$ cat src/logic/oip_consts.vh
// Constants for the oscillator interpolation port
`ifndef OIP_CONSTS_VH
`define OIP_CONSTS_VH

`define OIP_ADDR_W          4
`define OIP_OFF_CONTROL     4'h0
`define OIP_OFF_INPUT_CODE  4'h4
`define OIP_OFF_DIVIDER     4'h8

`define OIP_RUN_BIT         0
`define OIP_PREC_LSB        1
`define OIP_PREC_MSB        3
`define OIP_PREC_W          3
`define OIP_PREC_RESET      3'h0
`define OIP_CODE_W          16
`define OIP_CODE_RESET      16'h0000
`define OIP_DIV_RESET       16'h0001
`define OIP_DIV_ILLEGAL     16'h0000
`define OIP_DIV_ONE         16'h0001
`define OIP_MAX_BITS        16

`define OIP_RESP_OKAY       2'h0
`define OIP_RESP_SLVERR     2'h2

`endif

$ cat src/logic/oip_modulator.v
// First-order sigma-delta modulator with precision masking and tick divider
`timescale 1ns/1ps
`include "oip_consts.vh"
module oip_modulator #(
	parameter CODE_W = `OIP_CODE_W
)(
	input  wire              aclk,
	input  wire              aresetn,
	input  wire              run,
	input  wire [2:0]        precision,
	input  wire [CODE_W-1:0] code,
	input  wire [CODE_W-1:0] divider,
	output reg               ctrl_out_reg
);
	reg  [CODE_W-1:0] tick_cnt_reg;
	reg  [CODE_W:0]   acc_reg;
	wire [CODE_W-1:0] keep_mask;
	wire [CODE_W-1:0] masked_code;
	wire [CODE_W:0]   acc_sum;
	wire              tick;

	// Keep the top (16 - precision) bits of the code
	assign keep_mask   = {CODE_W{1'b1}} << precision;
	assign masked_code = code & keep_mask;
	// Carry of the accumulator is the output bit; ones density equals masked_code/2^16
	assign acc_sum     = {1'b0, acc_reg[CODE_W-1:0]} + {1'b0, masked_code};
	assign tick        = (tick_cnt_reg >= divider - `OIP_DIV_ONE);

	always @(posedge aclk)
	begin
		if (!aresetn || !run)
		begin
			tick_cnt_reg <= {CODE_W{1'b0}};
			acc_reg      <= {(CODE_W+1){1'b0}};
			ctrl_out_reg <= 1'b0;
		end
		else
		begin
			if (tick)
			begin
				tick_cnt_reg <= {CODE_W{1'b0}};
				acc_reg      <= acc_sum;
				ctrl_out_reg <= acc_sum[CODE_W];
			end
			else
				tick_cnt_reg <= tick_cnt_reg + `OIP_DIV_ONE;
		end
	end
endmodule // oip_modulator

$ cat src/logic/oip_top.v
// Oscillator interpolation port: AXI4-Lite register bank and modulator
//
// How it works
// - Unused upper bits of all three registers read zero and ignore writes.
// - Precision field bits 3..1: code 0 means 16 bits, code 7 means 9.
// - Precision changes only while the run bit is clear.
// - Run bit, control bit 0, is writable at any time.
// - Run clear holds modulator in reset and drives the output low.
// - One write may set precision and run together; afterwards configuration locks.
// - With run set, a control write changes only the run bit.
// - Clearing run with other field changes keeps those fields unchanged.
// - With run set the input code is modulated onto the output.
// - Input code register accepts writes only while run is set.
// - Below 16 bits precision only the top code bits are used.
// - Input code sits in bits 15..0, any value up to FFFF.
// - Interpolation tick is the module clock divided by the divider value.
// - Divider resets to 0001.
// - Writing divider 0000 acts as writing 0001.
// - Divider accepts writes only while run is clear.
// - Divider ratio occupies bits 15..0, up to FFFF.
// - One output pin drives the oscillator, precision 9 to 16 bits.
//
// Our own choices: the placing of the registers and register access over AXI4-Lite.
`timescale 1ns/1ps
`include "oip_consts.vh"
module oip_top #(
	parameter ADDR_W = `OIP_ADDR_W,
	parameter CODE_W = `OIP_CODE_W
)(
	input  wire              aclk,
	input  wire              aresetn,
	input  wire [ADDR_W-1:0] s_axil_awaddr,
	input  wire [2:0]        s_axil_awprot,
	input  wire              s_axil_awvalid,
	output reg               s_axil_awready,
	input  wire [31:0]       s_axil_wdata,
	input  wire [3:0]        s_axil_wstrb,
	input  wire              s_axil_wvalid,
	output reg               s_axil_wready,
	output reg  [1:0]        s_axil_bresp,
	output reg               s_axil_bvalid,
	input  wire              s_axil_bready,
	input  wire [ADDR_W-1:0] s_axil_araddr,
	input  wire [2:0]        s_axil_arprot,
	input  wire              s_axil_arvalid,
	output reg               s_axil_arready,
	output reg  [31:0]       s_axil_rdata,
	output reg  [1:0]        s_axil_rresp,
	output reg               s_axil_rvalid,
	input  wire              s_axil_rready,
	output wire              oscillator_ctrl_out
);
	reg                  run_reg;
	reg  [2:0]           precision_reg;
	reg  [CODE_W-1:0]    code_reg;
	reg  [CODE_W-1:0]    divider_reg;
	reg  [ADDR_W-1:0]    waddr_reg;
	reg  [31:0]          wdata_reg;
	reg  [3:0]           wstrb_reg;
	reg                  have_aw_reg;
	reg                  have_w_reg;
	reg  [31:0]          rdata_next;
	reg  [1:0]           rresp_next;
	reg  [31:0]          wmerged;
	reg  [CODE_W-1:0]    div_next;
	wire                 do_write;
	// Handshake and decode nets
	wire                 aw_take;
	wire                 w_take;
	wire                 b_take;
	wire                 ar_take;
	wire                 r_take;
	wire                 sel_control;
	wire                 sel_input_code;
	wire                 sel_divider;
	wire                 wr_resp_ok;
	wire                 ctrl_we;
	wire                 code_we;
	wire                 div_we;
	wire                 wr_run;
	wire [2:0]           wr_prec;
	wire [CODE_W-1:0]    wr_code;
	// Next values of the bus and register flip-flops
	reg                  run_next;
	reg  [2:0]           precision_next;
	reg  [CODE_W-1:0]    code_next;
	reg  [CODE_W-1:0]    divider_next;
	reg                  awready_next;
	reg                  wready_next;
	reg                  have_aw_next;
	reg                  have_w_next;
	reg  [ADDR_W-1:0]    waddr_next;
	reg  [31:0]          wdata_next;
	reg  [3:0]           wstrb_next;
	reg                  bvalid_next;
	reg  [1:0]           bresp_next;
	reg                  arready_next;
	reg                  rvalid_next;
	reg  [31:0]          rdata_out_next;
	reg  [1:0]           rresp_out_next;

	// Merge byte-enabled write data over the current register value
	function [31:0] merge;
		input [31:0] old_val;
		input [31:0] new_val;
		input [3:0]  strb;
		integer i;
		begin
			merge = old_val;
			for (i = 0; i < 4; i = i + 1)
				if (strb[i])
					merge[i*8 +: 8] = new_val[i*8 +: 8];
		end
	endfunction

	// Register image as read back; upper bits zero
	function [31:0] reg_image;
		input [ADDR_W-1:0] addr;
		input              run;
		input [2:0]        prec;
		input [CODE_W-1:0] code;
		input [CODE_W-1:0] div;
		begin
			reg_image = 32'h0000_0000;
			case (addr)
			`OIP_OFF_CONTROL:
			begin
				reg_image[`OIP_RUN_BIT] = run;
				reg_image[`OIP_PREC_MSB:`OIP_PREC_LSB] = prec;
			end
			`OIP_OFF_INPUT_CODE:
				reg_image[CODE_W-1:0] = code;
			`OIP_OFF_DIVIDER:
				reg_image[CODE_W-1:0] = div;
			default:
				reg_image = 32'h0000_0000;
			endcase
		end
	endfunction

	// A zero ratio is illegal and divides as if one had been written
	function [CODE_W-1:0] legal_divider;
		input [CODE_W-1:0] ratio;
		begin
			if (ratio == `OIP_DIV_ILLEGAL)
				legal_divider = `OIP_DIV_ONE;
			else
				legal_divider = ratio;
		end
	endfunction

	function known_addr;
		input [ADDR_W-1:0] addr;
		begin
			known_addr = (addr == `OIP_OFF_CONTROL) || (addr == `OIP_OFF_INPUT_CODE) ||
				(addr == `OIP_OFF_DIVIDER);
		end
	endfunction

	// Handshake strobes, one per channel
	assign aw_take        = s_axil_awvalid && s_axil_awready;
	assign w_take         = s_axil_wvalid && s_axil_wready;
	assign b_take         = s_axil_bvalid && s_axil_bready;
	assign ar_take        = s_axil_arvalid && s_axil_arready;
	assign r_take         = s_axil_rvalid && s_axil_rready;
	// A write lands once both halves are held and no response is pending
	assign do_write       = have_aw_reg && have_w_reg && !s_axil_bvalid;
	assign wr_resp_ok     = known_addr(waddr_reg);
	// Per-register write enables for the pending write
	assign sel_control    = (waddr_reg == `OIP_OFF_CONTROL);
	assign sel_input_code = (waddr_reg == `OIP_OFF_INPUT_CODE);
	assign sel_divider    = (waddr_reg == `OIP_OFF_DIVIDER);
	assign ctrl_we        = do_write && sel_control;
	assign code_we        = do_write && sel_input_code && run_reg;
	assign div_we         = do_write && sel_divider && !run_reg;
	// Fields of the merged write word
	assign wr_run         = wmerged[`OIP_RUN_BIT];
	assign wr_prec        = wmerged[`OIP_PREC_MSB:`OIP_PREC_LSB];
	assign wr_code        = wmerged[CODE_W-1:0];

	always @*
	begin
		wmerged  = merge(reg_image(waddr_reg, run_reg, precision_reg, code_reg, divider_reg),
			wdata_reg, wstrb_reg);
		div_next = legal_divider(wmerged[CODE_W-1:0]);
		rdata_next = reg_image(s_axil_araddr, run_reg, precision_reg, code_reg, divider_reg);
		rresp_next = known_addr(s_axil_araddr) ? `OIP_RESP_OKAY : `OIP_RESP_SLVERR;
	end

	// Write channel next state: address and data captured in either order
	always @*
	begin
		awready_next = s_axil_awready;
		wready_next  = s_axil_wready;
		have_aw_next = have_aw_reg;
		have_w_next  = have_w_reg;
		waddr_next   = waddr_reg;
		wdata_next   = wdata_reg;
		wstrb_next   = wstrb_reg;
		bvalid_next  = s_axil_bvalid;
		bresp_next   = s_axil_bresp;
		if (aw_take)
		begin
			waddr_next   = s_axil_awaddr;
			have_aw_next = 1'b1;
			awready_next = 1'b0;
		end
		if (w_take)
		begin
			wdata_next  = s_axil_wdata;
			wstrb_next  = s_axil_wstrb;
			have_w_next = 1'b1;
			wready_next = 1'b0;
		end
		if (do_write)
		begin
			have_aw_next = 1'b0;
			have_w_next  = 1'b0;
			bvalid_next  = 1'b1;
			bresp_next   = wr_resp_ok ? `OIP_RESP_OKAY : `OIP_RESP_SLVERR;
		end
		// Readies return only after the response is taken
		if (b_take)
		begin
			bvalid_next  = 1'b0;
			awready_next = 1'b1;
			wready_next  = 1'b1;
		end
	end

	// Write channel flip-flops
	always @(posedge aclk)
	begin
		if (!aresetn)
		begin
			s_axil_awready <= 1'b1;
			s_axil_wready  <= 1'b1;
			have_aw_reg    <= 1'b0;
			have_w_reg     <= 1'b0;
			waddr_reg      <= {ADDR_W{1'b0}};
			wdata_reg      <= 32'h0000_0000;
			wstrb_reg      <= 4'h0;
			s_axil_bvalid  <= 1'b0;
			s_axil_bresp   <= `OIP_RESP_OKAY;
		end
		else
		begin
			s_axil_awready <= awready_next;
			s_axil_wready  <= wready_next;
			have_aw_reg    <= have_aw_next;
			have_w_reg     <= have_w_next;
			waddr_reg      <= waddr_next;
			wdata_reg      <= wdata_next;
			wstrb_reg      <= wstrb_next;
			s_axil_bvalid  <= bvalid_next;
			s_axil_bresp   <= bresp_next;
		end
	end

	// Register bank next state; the run bit decides which fields may change
	always @*
	begin
		run_next       = run_reg;
		precision_next = precision_reg;
		code_next      = code_reg;
		divider_next   = divider_reg;
		if (ctrl_we)
		begin
			run_next = wr_run;
			// Fields follow the old run value, so clearing run leaves them
			if (!run_reg)
				precision_next = wr_prec;
		end
		if (code_we)
			code_next = wr_code;
		if (div_we)
			divider_next = div_next;
	end

	// Register bank flip-flops
	always @(posedge aclk)
	begin
		if (!aresetn)
		begin
			run_reg       <= 1'b0;
			precision_reg <= `OIP_PREC_RESET;
			code_reg      <= `OIP_CODE_RESET;
			divider_reg   <= `OIP_DIV_RESET;
		end
		else
		begin
			run_reg       <= run_next;
			precision_reg <= precision_next;
			code_reg      <= code_next;
			divider_reg   <= divider_next;
		end
	end

	// Read channel next state; data is taken with the address
	always @*
	begin
		arready_next   = s_axil_arready;
		rvalid_next    = s_axil_rvalid;
		rdata_out_next = s_axil_rdata;
		rresp_out_next = s_axil_rresp;
		if (ar_take)
		begin
			arready_next   = 1'b0;
			rvalid_next    = 1'b1;
			rdata_out_next = rdata_next;
			rresp_out_next = rresp_next;
		end
		else if (r_take)
		begin
			rvalid_next  = 1'b0;
			arready_next = 1'b1;
		end
	end

	// Read channel flip-flops
	always @(posedge aclk)
	begin
		if (!aresetn)
		begin
			s_axil_arready <= 1'b1;
			s_axil_rvalid  <= 1'b0;
			s_axil_rdata   <= 32'h0000_0000;
			s_axil_rresp   <= `OIP_RESP_OKAY;
		end
		else
		begin
			s_axil_arready <= arready_next;
			s_axil_rvalid  <= rvalid_next;
			s_axil_rdata   <= rdata_out_next;
			s_axil_rresp   <= rresp_out_next;
		end
	end

	oip_modulator #(
		.CODE_W (CODE_W)
	) u_mod (
		.aclk         (aclk),
		.aresetn      (aresetn),
		.run          (run_reg),
		.precision    (precision_reg),
		.code         (code_reg),
		.divider      (divider_reg),
		.ctrl_out_reg (oscillator_ctrl_out)
	);
endmodule // oip_top

$ cat config.mk
export PLATFORM = sky130hd
export DESIGN_NAME = oip_top
export DESIGN_NICKNAME = d
export VERILOG_FILES = /design/src/logic/oip_modulator.v /design/src/logic/oip_top.v
export VERILOG_INCLUDE_DIRS = /design/src /design/src/logic
export SDC_FILE = /design/constraint.sdc
export NUM_CORES = 1
export LEC_CHECK = 0
export ABC_AREA = 0
export BUFFER_PORTS_ARGS = -buffer_cell sky130_fd_sc_hd__buf_4
export CORE_ASPECT_RATIO = 0.7
export CORE_MARGIN = 1
export CORE_UTILIZATION = 45
export DETAILED_ROUTE_END_ITERATION = 16
export PLACE_DENSITY_LB_ADDON = 0.2
export SETUP_SLACK_MARGIN = 0.1
export SLEW_MARGIN = 20
export SYNTH_ARGS = -nofsm -noshare
export SYNTH_HDL_FRONTEND = slang
export SYNTH_SLANG_ARGS = --single-unit
$ cat constraint.sdc
create_clock -name aclk -period 3.6 [get_ports aclk]
set_input_delay 0.36 -clock aclk [delete_from_list [all_inputs] [get_ports aclk]]
set_output_delay 0.36 -clock aclk [all_outputs]
set_load 0.05 [all_outputs]
==> results of run 1 <==
per-layer routing:
layer | global-route usage (%) | vias up | share of wire (%)
met3 | 5.973 | 17 | 7.2
met2 | 35.36 | 239 | 42
met4 | 7.368 | 0 | 0.95
met5 | 0 | - | 0
li1 | - | 2885 | -
met1 | 33.04 | 2776 | 50
path summary, 6_finish.rpt:
path / end / slack, ns / start / cells after the start
worst max-delay path: u_mod.tick_cnt_reg[2]$_SDFF_PP0_ / 0.40 / divider_reg[0]$_SDFFE_PN1P_ / 16
worst min-delay path: s_axil_wready$_SDFFE_PP1P_ / 0.16 / s_axil_wvalid / 2
worst max register to register: u_mod.tick_cnt_reg[2]$_SDFF_PP0_ / 0.40 / divider_reg[0]$_SDFFE_PN1P_ / 16
worst min register to register: waddr_reg[0]$_SDFFE_PN0P_ / 0.46 / waddr_reg[0]$_SDFFE_PN0P_ / 2
power by group through the flow:
stage	Sequential (mW)	Clock [mW]	Combinational, mW
2_1_floorplan	1.43	0	0.181
3_3_place_gp	1.38	0	0.308
3_5_place_dp	1.38	0	0.314
4_1_cts	1.36	1.74	0.314
5_1_grt	1.36	1.80	0.339
6_report	1.36	1.71	0.316
worst max-delay path, stage by stage (launching register included):
cell,delay [ns]
dfxtp_1,0.36
inv_1,0.16
ha_1,0.21
nand2_1,0.10
nor3_1,0.34
buf_4,0.19
nand3b_1,0.10
xor2_1,0.16
ha_1,0.19
a21o_1,0.15
a21o_1,0.17
a21oi_1,0.19
buf_4,0.19
o21ai_4,0.07
buf_12,0.18
nand2b_4,0.24
nor2_1,0.14
stage by stage:
step           hold slack, ns  utilization (%)
2_1_floorplan          0.4314                -
3_3_place_gp           0.4444            49.76
3_5_place_dp           0.4448            49.76
4_1_cts                0.1427            54.05
5_1_grt                0.1633            54.05
6_report               0.1550            54.05
logic make-up (layout without fill, tap and decap cells):
| logic type | count (synthesis) | after routing | synth area share (%) |
|---|---|---|---|
| compound gates | 212 | 212 | 22.38 |
| xor+xnor | 34 | 34 | 4.584 |
| fa+ha+maj | 35 | 35 | 6.857 |
| buf+inv | 79 | 112 | 5.971 |
| flops | 116 | 116 | 35.75 |
| mux | 17 | 17 | 2.696 |
| other cells | 1 | 18 | 0.05773 |
| simple gates | 296 | 296 | 21.71 |
cell usage after synthesis, types with 4 or more instances:
| library cell | number |
|---|---|
| a211oi_1 | 21 |
| a21o_1 | 9 |
| a21oi_1 | 61 |
| a221oi_1 | 17 |
| a22o_1 | 10 |
| a22oi_1 | 15 |
| and2_1 | 17 |
| and3_1 | 6 |
| buf_2 | 7 |
| buf_4 | 18 |
| clkbuf_1 | 37 |
| dfxtp_1 | 116 |
| ha_1 | 34 |
| inv_1 | 13 |
| mux2_2 | 4 |
| mux2i_1 | 13 |
| nand2_1 | 90 |
| nand3_1 | 20 |
| nand4_1 | 7 |
| nor2_1 | 87 |
| nor2b_1 | 6 |
| nor3_1 | 20 |
| nor3b_1 | 14 |
| nor4_1 | 6 |
| o211ai_1 | 6 |
| o21a_1 | 7 |
| o21ai_0 | 15 |
| o21ai_1 | 17 |
| o31ai_1 | 4 |
| or3_1 | 4 |
| xnor2_1 | 15 |
| xor2_1 | 19 |
area by class of cell:
type | count | area, sq um
Clock buffer | 19 | 442.9
Clock inverter | 13 | 157.7
Fill cell | 1310 | 6437
Inverter | 14 | 52.55
Multi-Input combinational cell | 612 | 3850
Sequential cell | 116 | 2322
Tap cell | 190 | 237.7
Timing Repair Buffer | 66 | 508.0
==> flow_metrics.env, run 1 <==
export IMPL_ant_nets=0
export IMPL_drive_gt1_share_pct=12.98
export IMPL_antenna_found_initial=0
export IMPL_clkLatencyLatePin_ns=0.41
export IMPL_hold_violations=0
export IMPL_cts_max_level=4
export IMPL_switching_share_pct=25.60
export IMPL_avgSynthCellArea_sq_um=8.223
export IMPL_clk_pin_slew_ns=0.06
export IMPL_crit_fanout=26
export IMPL_ys_ff_latch=116
export IMPL_vias=5917
export IMPL_synth_cell_area_sq_um=6496
export IMPL_stdcell_count=1030
export IMPL_coreArea_sq_um=14010
export IMPL_start_util_pct=46.37
export IMPL_total_power_mw=3.383
export IMPL_placed_cells_incl_taps=998
export IMPL_first_global_vias=5232
export IMPL_drt_iter0_markers=528
export IMPL_synth_edf_count=0
export IMPL_internal_power_mw=2.517
export IMPL_crit_path_start_kind="flop"
export IMPL_setup_viol=0
export IMPL_cts_buffers=17
export IMPL_ys_dominant_reg_cell="dfxtp_1"
export IMPL_grt_util_all_layers_pct=23.48
export IMPL_row_count=36
export IMPL_synth_top_area_cell="dfxtp_1"
export IMPL_fmax_mhz=312.5
export IMPL_globalplace_congestion=0.8969
export IMPL_pre_cts_ws_ns=0.2949
export IMPL_p_leak_nw=3.078
export IMPL_area_growth_pct=16.54
export IMPL_setup_ws_ns=0.3996
export IMPL_synthDistinctLibCells=66
export IMPL_required_ns=3.95
export IMPL_yosysSeqAreaShare_pct=35.75
export IMPL_finalCritPeriodShare_pct=88.90
export IMPL_mostFrequentLayoutCells="dfxtp_1 (116), nand2_1 (90), nor2_1 (87)"
export IMPL_slew_viol_final=0
export IMPL_viasPerCell=5.745
export IMPL_crit_type="flop to flop"
export IMPL_root_buffer="clkbuf_16"
export IMPL_drt_first_pass_iters=5
export IMPL_synth_area_leaders="dfxtp_1 (36%), ha_1 (6.5%), nand2_1 (5.2%)"
export IMPL_fin_skew_ns=0.005156
export IMPL_nets=919
export IMPL_synth_top_area_share_pct=35.75
export IMPL_crit_arrival_ns=3.55
export IMPL_dp_hpwl_microns=12320
export IMPL_fin_area_sq_um=7571
export IMPL_yosys_warnings=0
export IMPL_die_h_microns=102.5
export IMPL_maxCapViolations=0
export IMPL_fp_dieW_microns=145.6
export IMPL_hold_path_class="primary input to flop"
export IMPL_switching_power_uw=866.0
export IMPL_p_per_area_nw_per_um2=446.8
export IMPL_rsz0062_at_grt="false"
export IMPL_fin_setup_tns_ns=0
export IMPL_die_area_sq_um=14930
export IMPL_drc_errors=0
export IMPL_clkPwrFrac_pct=50.5
export IMPL_hold_buffers=0
export IMPL_wl_per_cell_microns=16.58
export IMPL_post_dp_cell_area_sq_um=6970
export IMPL_cts_tree="yes"
export IMPL_irDropWorstVdd_mv=0.3155
export IMPL_syn_inst=790
export IMPL_ios=99
export IMPL_cts_resized=0
export IMPL_p_comb_share_pct=9.3
export IMPL_overflow=0
export IMPL_n_antenna_cell=0
export IMPL_cts_sinks=116
export IMPL_portBuffers=56
export IMPL_status="finished clean"
export IMPL_min_period_ns=3.200
export IMPL_cts_max_path_buffers=2
export IMPL_final_common_cell="dfxtp_1"
export IMPL_drt_wl_total_microns=17080
export IMPL_pwr_share_seq_pct=40.1
export IMPL_tightest_slew_ns=0.8477
export IMPL_endpoint_kind="flop"
export IMPL_grt_pass1_wl_microns=27200
export IMPL_grt_max_degree=47
export IMPL_slew_headroom_pct=43.05
export IMPL_cts_setup_buffers=0
export IMPL_async_flop_share_pct=0
Power figures use the tool's default switching activity.
==> run 2, diff against run 1 <==
Settings changed: CTS_BUF_LIST from default to sky130_fd_sc_hd__clkbuf_8.
==> run 2 against run 1 <==
Net effect:
- power shrank 14%
- via count is 0.52% lower
- non-clock buffer count unchanged
- clock skew increased by 0.0027 ns
- sequential share of layout area rose by 0.80 points
- worst setup slack gained 0.0041 ns
- combinational power hardly changed
- first-iteration DRC count up 18%
- final area shrank 2.5%
- global-route usage shrank 0.32 points
- critical path type unchanged
- largest cell class unchanged
- largest power group is now sequential cells
==> flow_metrics.env, run 2 (synthesized netlist as in run 1, its figures left out) <==
export IMPL_grt_util_all_layers_pct=23.16
export IMPL_finalCritPeriodShare_pct=88.79
export IMPL_endpoint_kind="flop"
export IMPL_wl_met2_microns=7031
export IMPL_setup_ws_ns=0.4037
export IMPL_multi_input_area_sq_um=3850
export IMPL_status="finished clean"
export IMPL_pwr_share_seq_pct=46.5
export IMPL_p_per_area_nw_per_um2=395.1
export IMPL_min_period_ns=3.196
export IMPL_cts_tree="yes"
export IMPL_slew_headroom_pct=41.41
export IMPL_drive_gt1_share_pct=12.98
export IMPL_first_global_vias=5223
export IMPL_drt_first_pass_iters=5
export IMPL_fin_skew_ns=0.007886
export IMPL_vias=5886
export IMPL_cts_max_level=4
export IMPL_crit_type="flop to flop"
export IMPL_drt_wl_total_microns=17060
export IMPL_crit_path_start_kind="flop"
export IMPL_fmax_mhz=312.9
export IMPL_area_growth_pct=13.60
export IMPL_grt_max_degree=47
export IMPL_rsz0062_at_grt="false"
export IMPL_r2r_slack_ns=0.40
export IMPL_tightest_slew_ns=0.8721
export IMPL_slew_viol_final=0
export IMPL_cts_max_path_buffers=2
export IMPL_die_area_sq_um=14930
export IMPL_hold_violations=0
export IMPL_clk_pin_slew_ns=0.07
export IMPL_row_count=36
export IMPL_hold_path_class="primary input to flop"
export IMPL_n_fill_cell=1333
export IMPL_n_antenna_cell=0
export IMPL_p_leak_nw=2.995
export IMPL_fin_setup_tns_ns=0
export IMPL_regArea_sq_um=2322
export IMPL_setup_viol=0
export IMPL_cts_buffers=17
export IMPL_highest_layer="met4"
export IMPL_portBuffers=56
export IMPL_root_buffer="clkbuf_8"
export IMPL_total_power_mw=2.916
export IMPL_fp_dieW_microns=145.6
export IMPL_drc_errors=0
export IMPL_switching_power_uw=805.7
export IMPL_met3_length_microns=1315
export IMPL_ant_nets=0
export IMPL_overflow=0
export IMPL_cts_sinks=116
export IMPL_irDropWorstVdd_mv=0.2455
export IMPL_maxCapViolations=0
export IMPL_wl_per_cell_microns=16.56
export IMPL_drt_met1_wl_microns=8492
export IMPL_viasPerCell=5.715
export IMPL_grt_pass1_wl_microns=26990
export IMPL_coreArea_sq_um=14010
export IMPL_start_util_pct=46.37
export IMPL_clkPwrFrac_pct=42.6
export IMPL_globalplace_congestion=0.8969
export IMPL_cts_setup_buffers=0
export IMPL_clkLatencyLatePin_ns=0.43
export IMPL_mostFrequentLayoutCells="dfxtp_1 (116), nand2_1 (90), nor2_1 (87)"
export IMPL_final_common_cell="dfxtp_1"
export IMPL_p_comb_share_pct=10.8
export IMPL_ios=99
export IMPL_nets=919
export IMPL_die_h_microns=102.5
export IMPL_crit_fanout=26
export IMPL_required_ns=3.97
export IMPL_antenna_found_initial=0
export IMPL_dp_hpwl_microns=12320
export IMPL_pre_cts_ws_ns=0.2949
export IMPL_internal_power_mw=2.110
export IMPL_crit_arrival_ns=3.57
export IMPL_drt_iter0_markers=621
export IMPL_switching_share_pct=27.63
## run 2: per-layer routing
layer | global-route usage (%) | vias up
li1 | - | 2882
met1 | 33.03 | 2730
met2 | 34.80 | 250
met3 | 5.177 | 24
met4 | 7.449 | 0
met5 | 0 | -
## run 2: layout make-up
cell class | count | area share, %
multi-input cells | 612 | 52.17
well taps | 190 | 3.221
clock inverters | 14 | 2.187
flip-flops and latches | 116 | 31.47
inverters | 14 | 0.7121
clock buffers | 18 | 3.357
repair buffers | 66 | 6.884
## run 2: worst max-delay path: stages, from the launching register on
cell and delay [ns]:
dfxtp_1 0.36, inv_1 0.15, ha_1 0.21, nand2_1 0.10, nor3_1 0.34, buf_4 0.19
nand3b_1 0.10, xor2_1 0.16, ha_1 0.19, a21o_1 0.15, a21o_1 0.17, a21oi_1 0.19
buf_4 0.19, o21ai_4 0.07, buf_12 0.18, nand2b_4 0.24, nor2_1 0.14
## run 2: final timing paths
check | end | from | cells past startpoint
setup / recovery | u_mod.tick_cnt_reg[2]$_SDFF_PP0_ | divider_reg[0]$_SDFFE_PN1P_ | 16
hold / removal | s_axil_wready$_SDFFE_PP1P_ | s_axil_wvalid | 2
setup reg to reg | u_mod.tick_cnt_reg[2]$_SDFF_PP0_ | divider_reg[0]$_SDFFE_PN1P_ | 16
hold reg to reg | waddr_reg[1]$_SDFFE_PN0P_ | waddr_reg[1]$_SDFFE_PN0P_ | 2
## run 2: power groups by stage
stage	Combinational (mW)	Sequential (mW)	Clock, mW
final	0.316	1.36	1.24
after global routing	0.338	1.36	1.32
after CTS	0.314	1.35	1.27
after detailed placement	0.314	1.38	0
after global placement	0.308	1.38	0
after floorplan	0.181	1.43	0
## run 2: stage by stage
step / utilization (%) / area [sq um] / instances / hold WS, ns
floorplan: - / 6560 / 807 / 0.4314
global placement: 49.76 / 6970 / 998 / 0.4444
detailed placement: 49.76 / 6970 / 998 / 0.4448
CTS: 52.68 / 7380 / 1030 / 0.1102
global route: 52.68 / 7380 / 1030 / 0.1339
finish: 52.68 / 7380 / 1030 / 0.1333
## run 2: repair_timing
| action | CTS | global route |
|---|---|---|
| gates resized for setup | 0 | 1 |
| hold buffers | 0 | 0 |
| endpoints found under the setup margin | 0 | 21 |
